## src/bsi_defines.vh

```
// Purpose: Shared constants for the boundary-scan instruction logic
// Assumes: Included by bare name from every design file
// Notes:   Definitions only
`ifndef BSI_DEFINES_VH
`define BSI_DEFINES_VH

// Instruction register
`define BSI_IR_LEN 3
`define BSI_IR_CAPTURE 3'h1
`define BSI_OP_EXTEST 3'h0
`define BSI_OP_IDCODE 3'h1
`define BSI_OP_SAMPLE_Z 3'h2
`define BSI_OP_RSVD_A 3'h3
`define BSI_OP_SAMPLE 3'h4
`define BSI_OP_RSVD_B 3'h5
`define BSI_OP_RSVD_C 3'h6
`define BSI_OP_BYPASS 3'h7

// Data registers
`define BSI_ID_LEN 32
`define BSI_ID_VALUE 32'h0a5a5001
`define BSI_BSR_LEN 109
`define BSI_OE_CELL 108
`define BSI_BYPASS_CAPTURE 1'h0

`endif

```

## src/bsi_bsr.v

```verilog
// Purpose: Boundary scan register with capture, shift and preload latches
// Assumes: Strobes are one-cycle pulses on i_mclk, at most one at a time
// Notes:   Latch of the bus-enable cell presets high
`timescale 1ns/100ps
`default_nettype none
`include "bsi_defines.vh"

module bsi_bsr #(
    parameter LEN = `BSI_BSR_LEN,
    parameter OE_CELL = `BSI_OE_CELL
) (
    input wire i_mclk,
    input wire i_arst_n,
    input wire i_tlr,
    input wire i_capture,
    input wire i_shift,
    input wire i_update,
    input wire i_tdi,
    input wire [LEN-1:0] i_pins,
    output wire o_lsb,
    output reg [LEN-1:0] o_latch_reg
);

    // ****************************************
    // Shift stage and preload latch
    // ****************************************
    reg [LEN-1:0] shift_reg;

    assign o_lsb = shift_reg[0];

    always @(posedge i_mclk or negedge i_arst_n) begin
        if (!i_arst_n) begin
            shift_reg <= {LEN{1'b0}};
        end else if (i_capture) begin
            shift_reg <= i_pins;
        end else if (i_shift) begin
            // Old capture leaves at the bottom as new pattern enters the top
            shift_reg <= {i_tdi, shift_reg[LEN-1:1]};
        end
    end

    always @(posedge i_mclk or negedge i_arst_n) begin
        if (!i_arst_n) begin
            o_latch_reg <= {LEN{1'b0}};
            o_latch_reg[OE_CELL] <= 1'b1;
        end else if (i_tlr) begin
            o_latch_reg[OE_CELL] <= 1'b1;
        end else if (i_update) begin
            o_latch_reg <= shift_reg;
        end
    end

endmodule // bsi_bsr
`default_nettype wire

```

## src/bsi_tap.v

```verilog
// Purpose: Test access port, instruction decode and data register selection
// Assumes: Test clock is far slower than i_mclk and is sampled here
// Notes:   Test actions happen on detected test clock edges, except the TLR resets of the instruction and bus-enable latch
`timescale 1ns/100ps
`default_nettype none
`include "bsi_defines.vh"

module bsi_tap #(
    parameter BSR_LEN = `BSI_BSR_LEN,
    parameter [`BSI_ID_LEN-1:0] ID_VALUE = `BSI_ID_VALUE // Arbitrary value
) (
    input wire i_mclk,
    input wire i_arst_n,
    input wire i_tck,
    input wire i_tms,
    input wire i_tdi,
    input wire [BSR_LEN-1:0] i_pins,
    output reg o_tdo,
    output reg o_tdo_oe,
    output reg o_qbus_oe,
    output reg o_extest,
    output wire [BSR_LEN-1:0] o_bsr_drive
);

    localparam [3:0] ST_TLR = 4'hf, ST_RTI = 4'hc, ST_SEL_DR = 4'h7, ST_CAP_DR = 4'h6,
        ST_SH_DR = 4'h2, ST_EX1_DR = 4'h1, ST_PAU_DR = 4'h3, ST_EX2_DR = 4'h0,
        ST_UPD_DR = 4'h5, ST_SEL_IR = 4'h4, ST_CAP_IR = 4'he, ST_SH_IR = 4'ha,
        ST_EX1_IR = 4'h9, ST_PAU_IR = 4'hb, ST_EX2_IR = 4'h8, ST_UPD_IR = 4'hd;

    // ****************************************
    // Synchronisers
    // ****************************************
    reg tck_s1_reg, tck_s2_reg, tck_s3_reg;
    reg tms_s1_reg, tms_s2_reg, tdi_s1_reg, tdi_s2_reg;
    reg [BSR_LEN-1:0] pin_s1_reg, pin_s2_reg;

    always @(posedge i_mclk or negedge i_arst_n) begin
        if (!i_arst_n) begin
            tck_s1_reg <= 1'b0;
            tck_s2_reg <= 1'b0;
            tck_s3_reg <= 1'b0;
            tms_s1_reg <= 1'b1;
            tms_s2_reg <= 1'b1;
            tdi_s1_reg <= 1'b1;
            tdi_s2_reg <= 1'b1;
            pin_s1_reg <= {BSR_LEN{1'b0}};
            pin_s2_reg <= {BSR_LEN{1'b0}};
        end else begin
            tck_s1_reg <= i_tck;
            tck_s2_reg <= tck_s1_reg;
            tck_s3_reg <= tck_s2_reg;
            tms_s1_reg <= i_tms;
            tms_s2_reg <= tms_s1_reg;
            tdi_s1_reg <= i_tdi;
            tdi_s2_reg <= tdi_s1_reg;
            // Pins may be mid-transition; capture value not guaranteed
            pin_s1_reg <= i_pins;
            pin_s2_reg <= pin_s1_reg;
        end
    end

    wire tck_rise = tck_s2_reg & ~tck_s3_reg;
    wire tck_fall = ~tck_s2_reg & tck_s3_reg;

    // ****************************************
    // State machine
    // ****************************************
    function [3:0] next_state;
        input [3:0] st;
        input tms;
        begin
            case (st)
                ST_TLR: next_state = tms ? ST_TLR : ST_RTI;
                ST_RTI: next_state = tms ? ST_SEL_DR : ST_RTI;
                ST_SEL_DR: next_state = tms ? ST_SEL_IR : ST_CAP_DR;
                ST_CAP_DR: next_state = tms ? ST_EX1_DR : ST_SH_DR;
                ST_SH_DR: next_state = tms ? ST_EX1_DR : ST_SH_DR;
                ST_EX1_DR: next_state = tms ? ST_UPD_DR : ST_PAU_DR;
                ST_PAU_DR: next_state = tms ? ST_EX2_DR : ST_PAU_DR;
                ST_EX2_DR: next_state = tms ? ST_UPD_DR : ST_SH_DR;
                ST_UPD_DR: next_state = tms ? ST_SEL_DR : ST_RTI;
                ST_SEL_IR: next_state = tms ? ST_TLR : ST_CAP_IR;
                ST_CAP_IR: next_state = tms ? ST_EX1_IR : ST_SH_IR;
                ST_SH_IR: next_state = tms ? ST_EX1_IR : ST_SH_IR;
                ST_EX1_IR: next_state = tms ? ST_UPD_IR : ST_PAU_IR;
                ST_PAU_IR: next_state = tms ? ST_EX2_IR : ST_PAU_IR;
                ST_EX2_IR: next_state = tms ? ST_UPD_IR : ST_SH_IR;
                ST_UPD_IR: next_state = tms ? ST_SEL_DR : ST_RTI;
                default: next_state = ST_TLR;
            endcase
        end
    endfunction

    reg [3:0] state_reg;

    // Five TMS-high rising edges reach reset from any state
    always @(posedge i_mclk or negedge i_arst_n) begin
        if (!i_arst_n) begin
            state_reg <= ST_TLR;
        end else if (tck_rise) begin
            state_reg <= next_state(state_reg, tms_s2_reg);
        end
    end

    wire in_tlr = (state_reg == ST_TLR);

    // ****************************************
    // Instruction register
    // ****************************************
    reg [`BSI_IR_LEN-1:0] ir_sh_reg, ir_reg;

    always @(posedge i_mclk or negedge i_arst_n) begin
        if (!i_arst_n) begin
            ir_sh_reg <= `BSI_OP_IDCODE;
            ir_reg <= `BSI_OP_IDCODE;
        end else if (in_tlr) begin
            ir_reg <= `BSI_OP_IDCODE;
        end else if (tck_rise) begin
            case (state_reg)
                ST_CAP_IR: ir_sh_reg <= `BSI_IR_CAPTURE;
                ST_SH_IR: ir_sh_reg <= {tdi_s2_reg, ir_sh_reg[`BSI_IR_LEN-1:1]};
                ST_UPD_IR: ir_reg <= ir_sh_reg;
                default: ir_sh_reg <= ir_sh_reg;
            endcase
        end
    end

    // Reserved codes are undefined; they fall to bypass here
    wire op_bsr = (ir_reg == `BSI_OP_EXTEST) || (ir_reg == `BSI_OP_SAMPLE)
        || (ir_reg == `BSI_OP_SAMPLE_Z);
    wire op_id = (ir_reg == `BSI_OP_IDCODE);

    // ****************************************
    // Identification and bypass registers
    // ****************************************
    reg [`BSI_ID_LEN-1:0] id_sh_reg;
    reg byp_reg;

    always @(posedge i_mclk or negedge i_arst_n) begin
        if (!i_arst_n) begin
            id_sh_reg <= {`BSI_ID_LEN{1'b0}};
            byp_reg <= 1'b0;
        end else if (tck_rise && state_reg == ST_CAP_DR) begin
            if (op_id) begin
                id_sh_reg <= ID_VALUE;
            end
            byp_reg <= `BSI_BYPASS_CAPTURE;
        end else if (tck_rise && state_reg == ST_SH_DR) begin
            if (op_id) begin
                id_sh_reg <= {tdi_s2_reg, id_sh_reg[`BSI_ID_LEN-1:1]};
            end
            byp_reg <= tdi_s2_reg;
        end
    end

    // ****************************************
    // Boundary scan register
    // ****************************************
    wire bsr_lsb;

    bsi_bsr #(
        .LEN(BSR_LEN),
        .OE_CELL(`BSI_OE_CELL)
    ) u_bsr (
        .i_mclk(i_mclk),
        .i_arst_n(i_arst_n),
        .i_tlr(in_tlr),
        .i_capture(tck_rise && state_reg == ST_CAP_DR && op_bsr),
        .i_shift(tck_rise && state_reg == ST_SH_DR && op_bsr),
        .i_update(tck_rise && state_reg == ST_UPD_DR && op_bsr),
        .i_tdi(tdi_s2_reg),
        .i_pins(pin_s2_reg),
        .o_lsb(bsr_lsb),
        .o_latch_reg(o_bsr_drive)
    );

    // ****************************************
    // Serial out and output bus control
    // ****************************************
    always @(posedge i_mclk or negedge i_arst_n) begin
        if (!i_arst_n) begin
            o_tdo <= 1'b0;
            o_tdo_oe <= 1'b0;
        end else if (tck_fall) begin
            o_tdo_oe <= (state_reg == ST_SH_IR) || (state_reg == ST_SH_DR);
            if (state_reg == ST_SH_IR) begin
                o_tdo <= ir_sh_reg[0];
            end else if (op_bsr) begin
                o_tdo <= bsr_lsb;
            end else if (op_id) begin
                o_tdo <= id_sh_reg[0];
            end else begin
                o_tdo <= byp_reg;
            end
        end
    end

    always @(posedge i_mclk or negedge i_arst_n) begin
        if (!i_arst_n) begin
            o_qbus_oe <= 1'b1;
            o_extest <= 1'b0;
        end else begin
            o_extest <= (ir_reg == `BSI_OP_EXTEST);
            if (ir_reg == `BSI_OP_SAMPLE_Z) begin
                o_qbus_oe <= 1'b0;
            end else if (ir_reg == `BSI_OP_EXTEST) begin
                o_qbus_oe <= o_bsr_drive[`BSI_OE_CELL];
            end else begin
                o_qbus_oe <= 1'b1;
            end
        end
    end

endmodule // bsi_tap
`default_nettype wire

```

## config.mk

```make
export PLATFORM = sky130hd
export DESIGN_NAME = bsi_tap
export DESIGN_NICKNAME = d
export VERILOG_FILES = /design/src/bsi_bsr.v /design/src/bsi_tap.v
export VERILOG_INCLUDE_DIRS = /design/src
export SDC_FILE = /design/constraint.sdc
export NUM_CORES = 1
export LEC_CHECK = 0
export BUFFER_PORTS_ARGS = -buffer_cell sky130_fd_sc_hd__buf_4
export CAP_MARGIN = 20
export CORE_MARGIN = 1
export CORE_UTILIZATION = 59
export CTS_BUF_LIST = sky130_fd_sc_hd__clkbuf_8
export DETAILED_ROUTE_END_ITERATION = 10
export PLACE_DENSITY_LB_ADDON = 0.25
export SLEW_MARGIN = 40
export SYNTH_ARGS = -nofsm -noshare
export SYNTH_HDL_FRONTEND = slang
export SYNTH_SLANG_ARGS = --single-unit
export TNS_END_PERCENT = 100
```

## constraint.sdc

```tcl
create_clock -name i_mclk -period 2.3 [get_ports i_mclk]
set_input_delay 0.345 -clock i_mclk [delete_from_list [all_inputs] [get_ports i_mclk]]
set_output_delay 0.345 -clock i_mclk [all_outputs]
set_load 0.1 [all_outputs]
```

---- After elaboration in Yosys (flattened, before gate mapping) ----
Cells that the tools add are included.
cells by class
  mux-type cells .......................... 32
  equal/unequal tests ..................... 20
  reduce and logical (&&, ||, !) cells .... 24
  bitwise gates (word level) .............. 5
operators by type and width
  cell                                                              number
  109-bit 2-to-1 mux                                                3
  32-bit 2-to-1 mux                                                 4
  4-bit one-hot mux with 12 select lines                            1
  4-bit == test (second input constant)                             8
  3-bit 2-to-1 mux                                                  7
  4-bit by 3-bit == test with 1-bit output (second input constant)  4
  2-bit 2-to-1 mux                                                  6
  2-bit nonzero test                                                6
  1-bit 2-to-1 mux                                                  9
  4-bit by 2-bit == test with 1-bit output (second input constant)  2
  1-bit logical AND                                                 6
  3-bit one-hot mux with 2 select lines                             1
  3-bit AND reduction                                               2
  4-bit by 1-bit == test with 1-bit output (second input constant)  1
  4-bit zero test                                                   1
  4-bit 2-to-1 mux                                                  1
  2-bit != test (second input constant)                             2
  2-bit AND reduction                                               2
  2-bit OR reduction                                                2
  3-bit by 1-bit == test with 1-bit output (second input constant)  1
  3-bit by 2-bit == test with 1-bit output (second input constant)  1
  3-bit == test (second input constant)                             1
  3-bit zero test                                                   1
  1-bit logical OR                                                  3
  3 further kinds                                                   6
storage, ports and cells
  register bits ........................... 490
  output and inout bits ................... 113
  logic and storage cells ................. 102

---- Depth between registers and ports, before layout ----
  depth after elaboration ................. 6
  mapped depth ............................ 7
  depth with buffers taken out ............ 3

---- Cells and area by module ----
A second synthesis with hierarchy kept.
unflattened totals
  cells, all modules ...................... 1,163
  area, all modules ....................... 16,859.9 sq um
by module, submodules not included
  module   area an instance (sq um)  cells an instance  instances  sequential area each (sq um)
  bsi_bsr  9,082.5                   704                1          5,456.5
  bsi_tap  7,777.5                   459                1          6,820.3

---- Worst setup path after synthesis ----
OpenSTA, ideal clock, no wires.
  kind .................................... reg-to-reg
  start ................................... register ir_reg[0]
  end ..................................... register id_sh_reg[10]
  data arrival time ....................... 1,810 ps
  period minus slack after synthesis ...... 1,936 ps
  library setup time ...................... 125 ps
  cell stages (with the launch flop) ...... 6
  required time ........................... 2,175 ps
  slack ................................... 364 ps
  path buffers ............................ 2
  cell sequence ........................... dfstp_2 buf_6 or3b_1 nor4_4 buf_6 mux2_4
between the ends
  cells in the longest elaborated chain, start to end .. 3
  elaborated cells on any way between the ends .. 4
  classes of those cells .................. 3 x eq/ne; 1 x reduce/logical
ends and longest elaborated chain
  what                                                           line           text
  start, declared                                                bsi_tap.v:110  reg [`BSI_IR_LEN-1:0] ir_sh_reg, ir_reg;
  start signal, assigned                                         bsi_tap.v:115  ir_reg <= `BSI_OP_IDCODE;
  start signal, assigned                                         bsi_tap.v:117  ir_reg <= `BSI_OP_IDCODE;
  start signal, assigned                                         bsi_tap.v:122  ST_UPD_IR: ir_reg <= ir_sh_reg;
  3-bit by 1-bit == test with 1-bit output (no source line) (*)  n/a
  2-bit != test (no source line)                                 n/a
  3-bit AND reduction (no source line) (*)                       n/a
  end signal, assigned                                           bsi_tap.v:141  id_sh_reg <= {`BSI_ID_LEN{1'b0}};
  end signal, assigned                                           bsi_tap.v:150  id_sh_reg <= {tdi_s2_reg, id_sh_reg[`BSI_ID_LEN-1:1]};
  end, declared                                                  bsi_tap.v:136  reg [`BSI_ID_LEN-1:0] id_sh_reg;
Mark *: on every way between the ends. The rest lies on a longest branch, timed or not.
A chain may end at the register's enable or synchronous reset.

---- Worst setup path in the final report ----
  start ................................... register state_reg[1]
  end ..................................... register u_bsr.shift_reg[53]
between the ends
  cells in the longest elaborated chain, start to end .. 4
  elaborated cells on any way between the ends .. 8
  classes of those cells .................. 2 x eq/ne; 1 x mux; 5 x reduce/logical
ends and longest elaborated chain
  what                                                                                                         line                          text
  start, declared                                                                                              bsi_tap.v:94                  reg [3:0] state_reg;
  start signal, assigned                                                                                       bsi_tap.v:101                 state_reg <= next_state(state_reg, tms_s2_reg);
  4-bit by 3-bit == test with 1-bit output / 4-bit by 2-bit == test with 1-bit output (equally long branches)  bsi_tap.v:168, bsi_tap.v:169
  1-bit logical AND (on tied branches) (2 in a row)                                                            bsi_tap.v:168, bsi_tap.v:169
  109-bit 2-to-1 mux / 2-bit nonzero test (equally long branches)                                              n/a
  end signal, assigned                                                                                         bsi_bsr.v:33                  shift_reg <= {LEN{1'b0}};
  end signal, assigned                                                                                         bsi_bsr.v:35                  shift_reg <= i_pins;
  end signal, assigned                                                                                         bsi_bsr.v:38                  shift_reg <= {i_tdi, shift_reg[LEN-1:1]};
  end, declared                                                                                                bsi_bsr.v:27                  reg [LEN-1:0] shift_reg;
Parallel ways exist; a longest one is shown, timed or not.

==> run summary <==
Req. time, crit path: 2770 ps
chip height: 174 um
grt total ovfl: 0
TritonCTS clock tree: done
clock root buffer: clkbuf_8
initial DRC count: 502
vias per inst: 5.14
die area: 0.0301 mm^2
worst-case clock buffer depth: 3
outcome: complete, no violations
Worst path slowest cell: dfstp_2
router iterations before antenna repair: 4
Reg-to-Reg End: u_bsr.shift_reg[53]$_DFFE_PN0P_
Nets: 1506
Max Cap Viol: 0
synthesized area per cell: 17.3 um^2
Core Area: 0.0289 mm^2
Routability Congestion: 0.774
total power: 25.0 mW
Setup crit end kind: flop
IO buf count: 226
setup slack, reg-to-reg: 210 ps
H-tree levels: 3
Max Slew Vio Count: 0
Syn Inst Count: 1004
Largest stage delay, worst path: 610 ps
total track usage: 0.237
vias: 9414
# setup viols final: 0
first-pass GRT wire length: 56100 um
Max Fclk: 0.478 GHz
pwr dens: 1120 mW/mm^2
drt drc: 0
final antenna-violating net count: 0
crit path DAT: 2560 ps
Peak supply drop: 0.664 mV
Ys Warns: 0
R2R cell count: 4
unrepaired setup endpoints after global routing: false
Rel. slew slack: 0.683
syn nets: 1118
fin crit share: 0.909
post-synthesis register bit count: 490
Avg WL per Cell: 18.4 um
Worst-Margin Slew: 469 ps
DP HPWL: 19000 um
critical path peak fanout: 56
kind of critical path: reg -> reg
leading cell types in the layout, fill and taps excluded: dfrtp_1 (478), mux2_2 (318), buf_4 (234)
synthesis-to-layout area growth: 28.1%
Ports: 227
Hold Buf Count CTS: 113
Resized cells post-CTS: 0
placed cell count: 1584
Cell Count, Final, Fillers Out: 1832
Mapped Area: 0.0174 mm^2
min-delay worst type: in -> async
initial antenna violation count: 3
clock sink count: 490
setup TNS: 0 ps
post-synthesis sequential area ratio: 0.707
setup bufs post-CTS: 0
layout cells sized above 1: 0.497
Final min period: 2090 ps
Critical Path, Cell by Cell: nand2b_1, nor4b_4, buf_12, mux2_2
Final Hold Vio Count: 0
final wirelength: 33700 um
FF-to-FF Start: state_reg[1]$_DFFE_PN1P_
synth unique cells: 39
Clk pin slew, worst setup/hold paths: 60 ps
clock buffer count from CTS: 77
worst skew pair latency: 600 ps
Worst Setup Start Kind: flop
Die W: 174 um
Placement Rows: 62
Post-Route Skew: 31.3 ps
Initial Utilization: 0.602
most common cell after layout, fill and taps aside: dfrtp_1
Leakage: 11.0 nW
largest net degree at the start of global routing: 86
number of global-route vias before repair: 10.6k
[report_power, final]
part | leakage (nW) | switching [mW] | total [mW] | internal [mW]
combinational | 3.89 | 4.51 | 6.85 | 2.34
clock | 0.888 | 3.33 | 7.31 | 3.99
sequential | 6.20 | 0.879 | 10.8 | 9.94
[logic make-up (layout without fill, tap and decap cells)]
group / Yosys count / in the layout / share of synthesized area
DFF: 490 / 490 / 0.707
muxes: 361 / 361 / 0.240
buffers and inverters: 65 / 506 / 0.0210
and+or+nand+nor: 60 / 60 / 0.0208
AOI/OAI and AO/OA: 28 / 28 / 0.0108
other: 0 / 3 / 0
[worst max-delay path by stage]
stage               slack [ps]                               to                      from
finish                     210  u_bsr.shift_reg[53]$_DFFE_PN0P_  state_reg[1]$_DFFE_PN1P_
global route               120  u_bsr.shift_reg[53]$_DFFE_PN0P_  state_reg[1]$_DFFE_PN1P_
CTS                        210  u_bsr.shift_reg[19]$_DFFE_PN0P_  state_reg[1]$_DFFE_PN1P_
detailed placement         230  u_bsr.shift_reg[53]$_DFFE_PN0P_  state_reg[1]$_DFFE_PN1P_
global placement           260  u_bsr.shift_reg[62]$_DFFE_PN0P_  state_reg[1]$_DFFE_PN1P_
floorplan                  360        id_sh_reg[10]$_DFFE_PN0P_     ir_reg[0]$_DFFE_PN1P_
[per-layer routing]
metal	global-route usage	part of all wire	up-vias
met2	0.387	0.51	228
met3	0.0531	0.048	68
met4	0.104	0.028	0
met1	0.306	0.41	4866
li1	-	-	4252
met5	0	0	-
[final cells by class]
class / count / area, um^2
well taps: 384 / 480
repair buffers: 360 / 3140
flip-flops and latches: 490 / 12300
clock buffers: 92 / 1270
inverters: 14 / 52.6
multi-input cells: 449 / 4720
fillers: 1668 / 6630
diodes: 3 / 7.51
clock inverters: 40 / 273
[through the flow]
step           utilization  setup slack [ps]  area, um^2  hold WS (ps)
6_report             0.770               210       22200           265
5_1_grt              0.770               122       22200           262
4_1_cts              0.770               209       22200           239
3_5_place_dp         0.677               229       19600           307
3_3_place_gp         0.677               262       19600           305
2_1_floorplan            -               364       17400          49.4
[worst max-delay path: cells and delay by family (launching register included)]
| kind | cells | cell delay, ps |
|---|---|---|
| mux | 1 | 390 |
| simple gates | 2 | 580 |
| flops | 1 | 610 |
| buf+inv | 1 | 330 |
[cell usage after synthesis]
cell type | instances | area [um^2]
nor2_1 | 19 | 71.3
a22o_1 | 2 | 17.5
nand4_1 | 1 | 6.26
a21bo_2 | 1 | 10.0
nor4bb_1 | 1 | 10.0
a211oi_1 | 1 | 7.51
nand2b_1 | 3 | 18.8
nand2_1 | 3 | 11.3
nor2b_1 | 18 | 113
o31ai_1 | 3 | 22.5
nand3_1 | 1 | 5.00
o21a_1 | 1 | 7.51
and4bb_1 | 1 | 12.5
a22oi_1 | 2 | 15.0
buf_2 | 19 | 95.1
mux2_4 | 31 | 465
mux2i_1 | 11 | 110
nor4b_1 | 1 | 8.76
clkbuf_1 | 15 | 56.3
inv_1 | 14 | 52.6
mux2_1 | 1 | 11.3
o21ai_0 | 6 | 30.0
a221o_1 | 1 | 10.0
o211ai_1 | 1 | 7.51
dfrtp_1 | 478 | 12000
buf_6 | 9 | 101
nor4_4 | 1 | 21.3
a21o_1 | 2 | 15.0
mux2_2 | 318 | 3580
nor3_1 | 5 | 25.0
o21ba_2 | 1 | 10.0
nor4b_2 | 1 | 15.0
a21oi_1 | 7 | 35.0
dfstp_2 | 12 | 315
or3b_1 | 1 | 8.76
buf_4 | 8 | 60.1
and3b_1 | 1 | 8.76
or4_1 | 1 | 7.51
nand4b_1 | 2 | 17.5
Power figures use the tool's default switching activity.
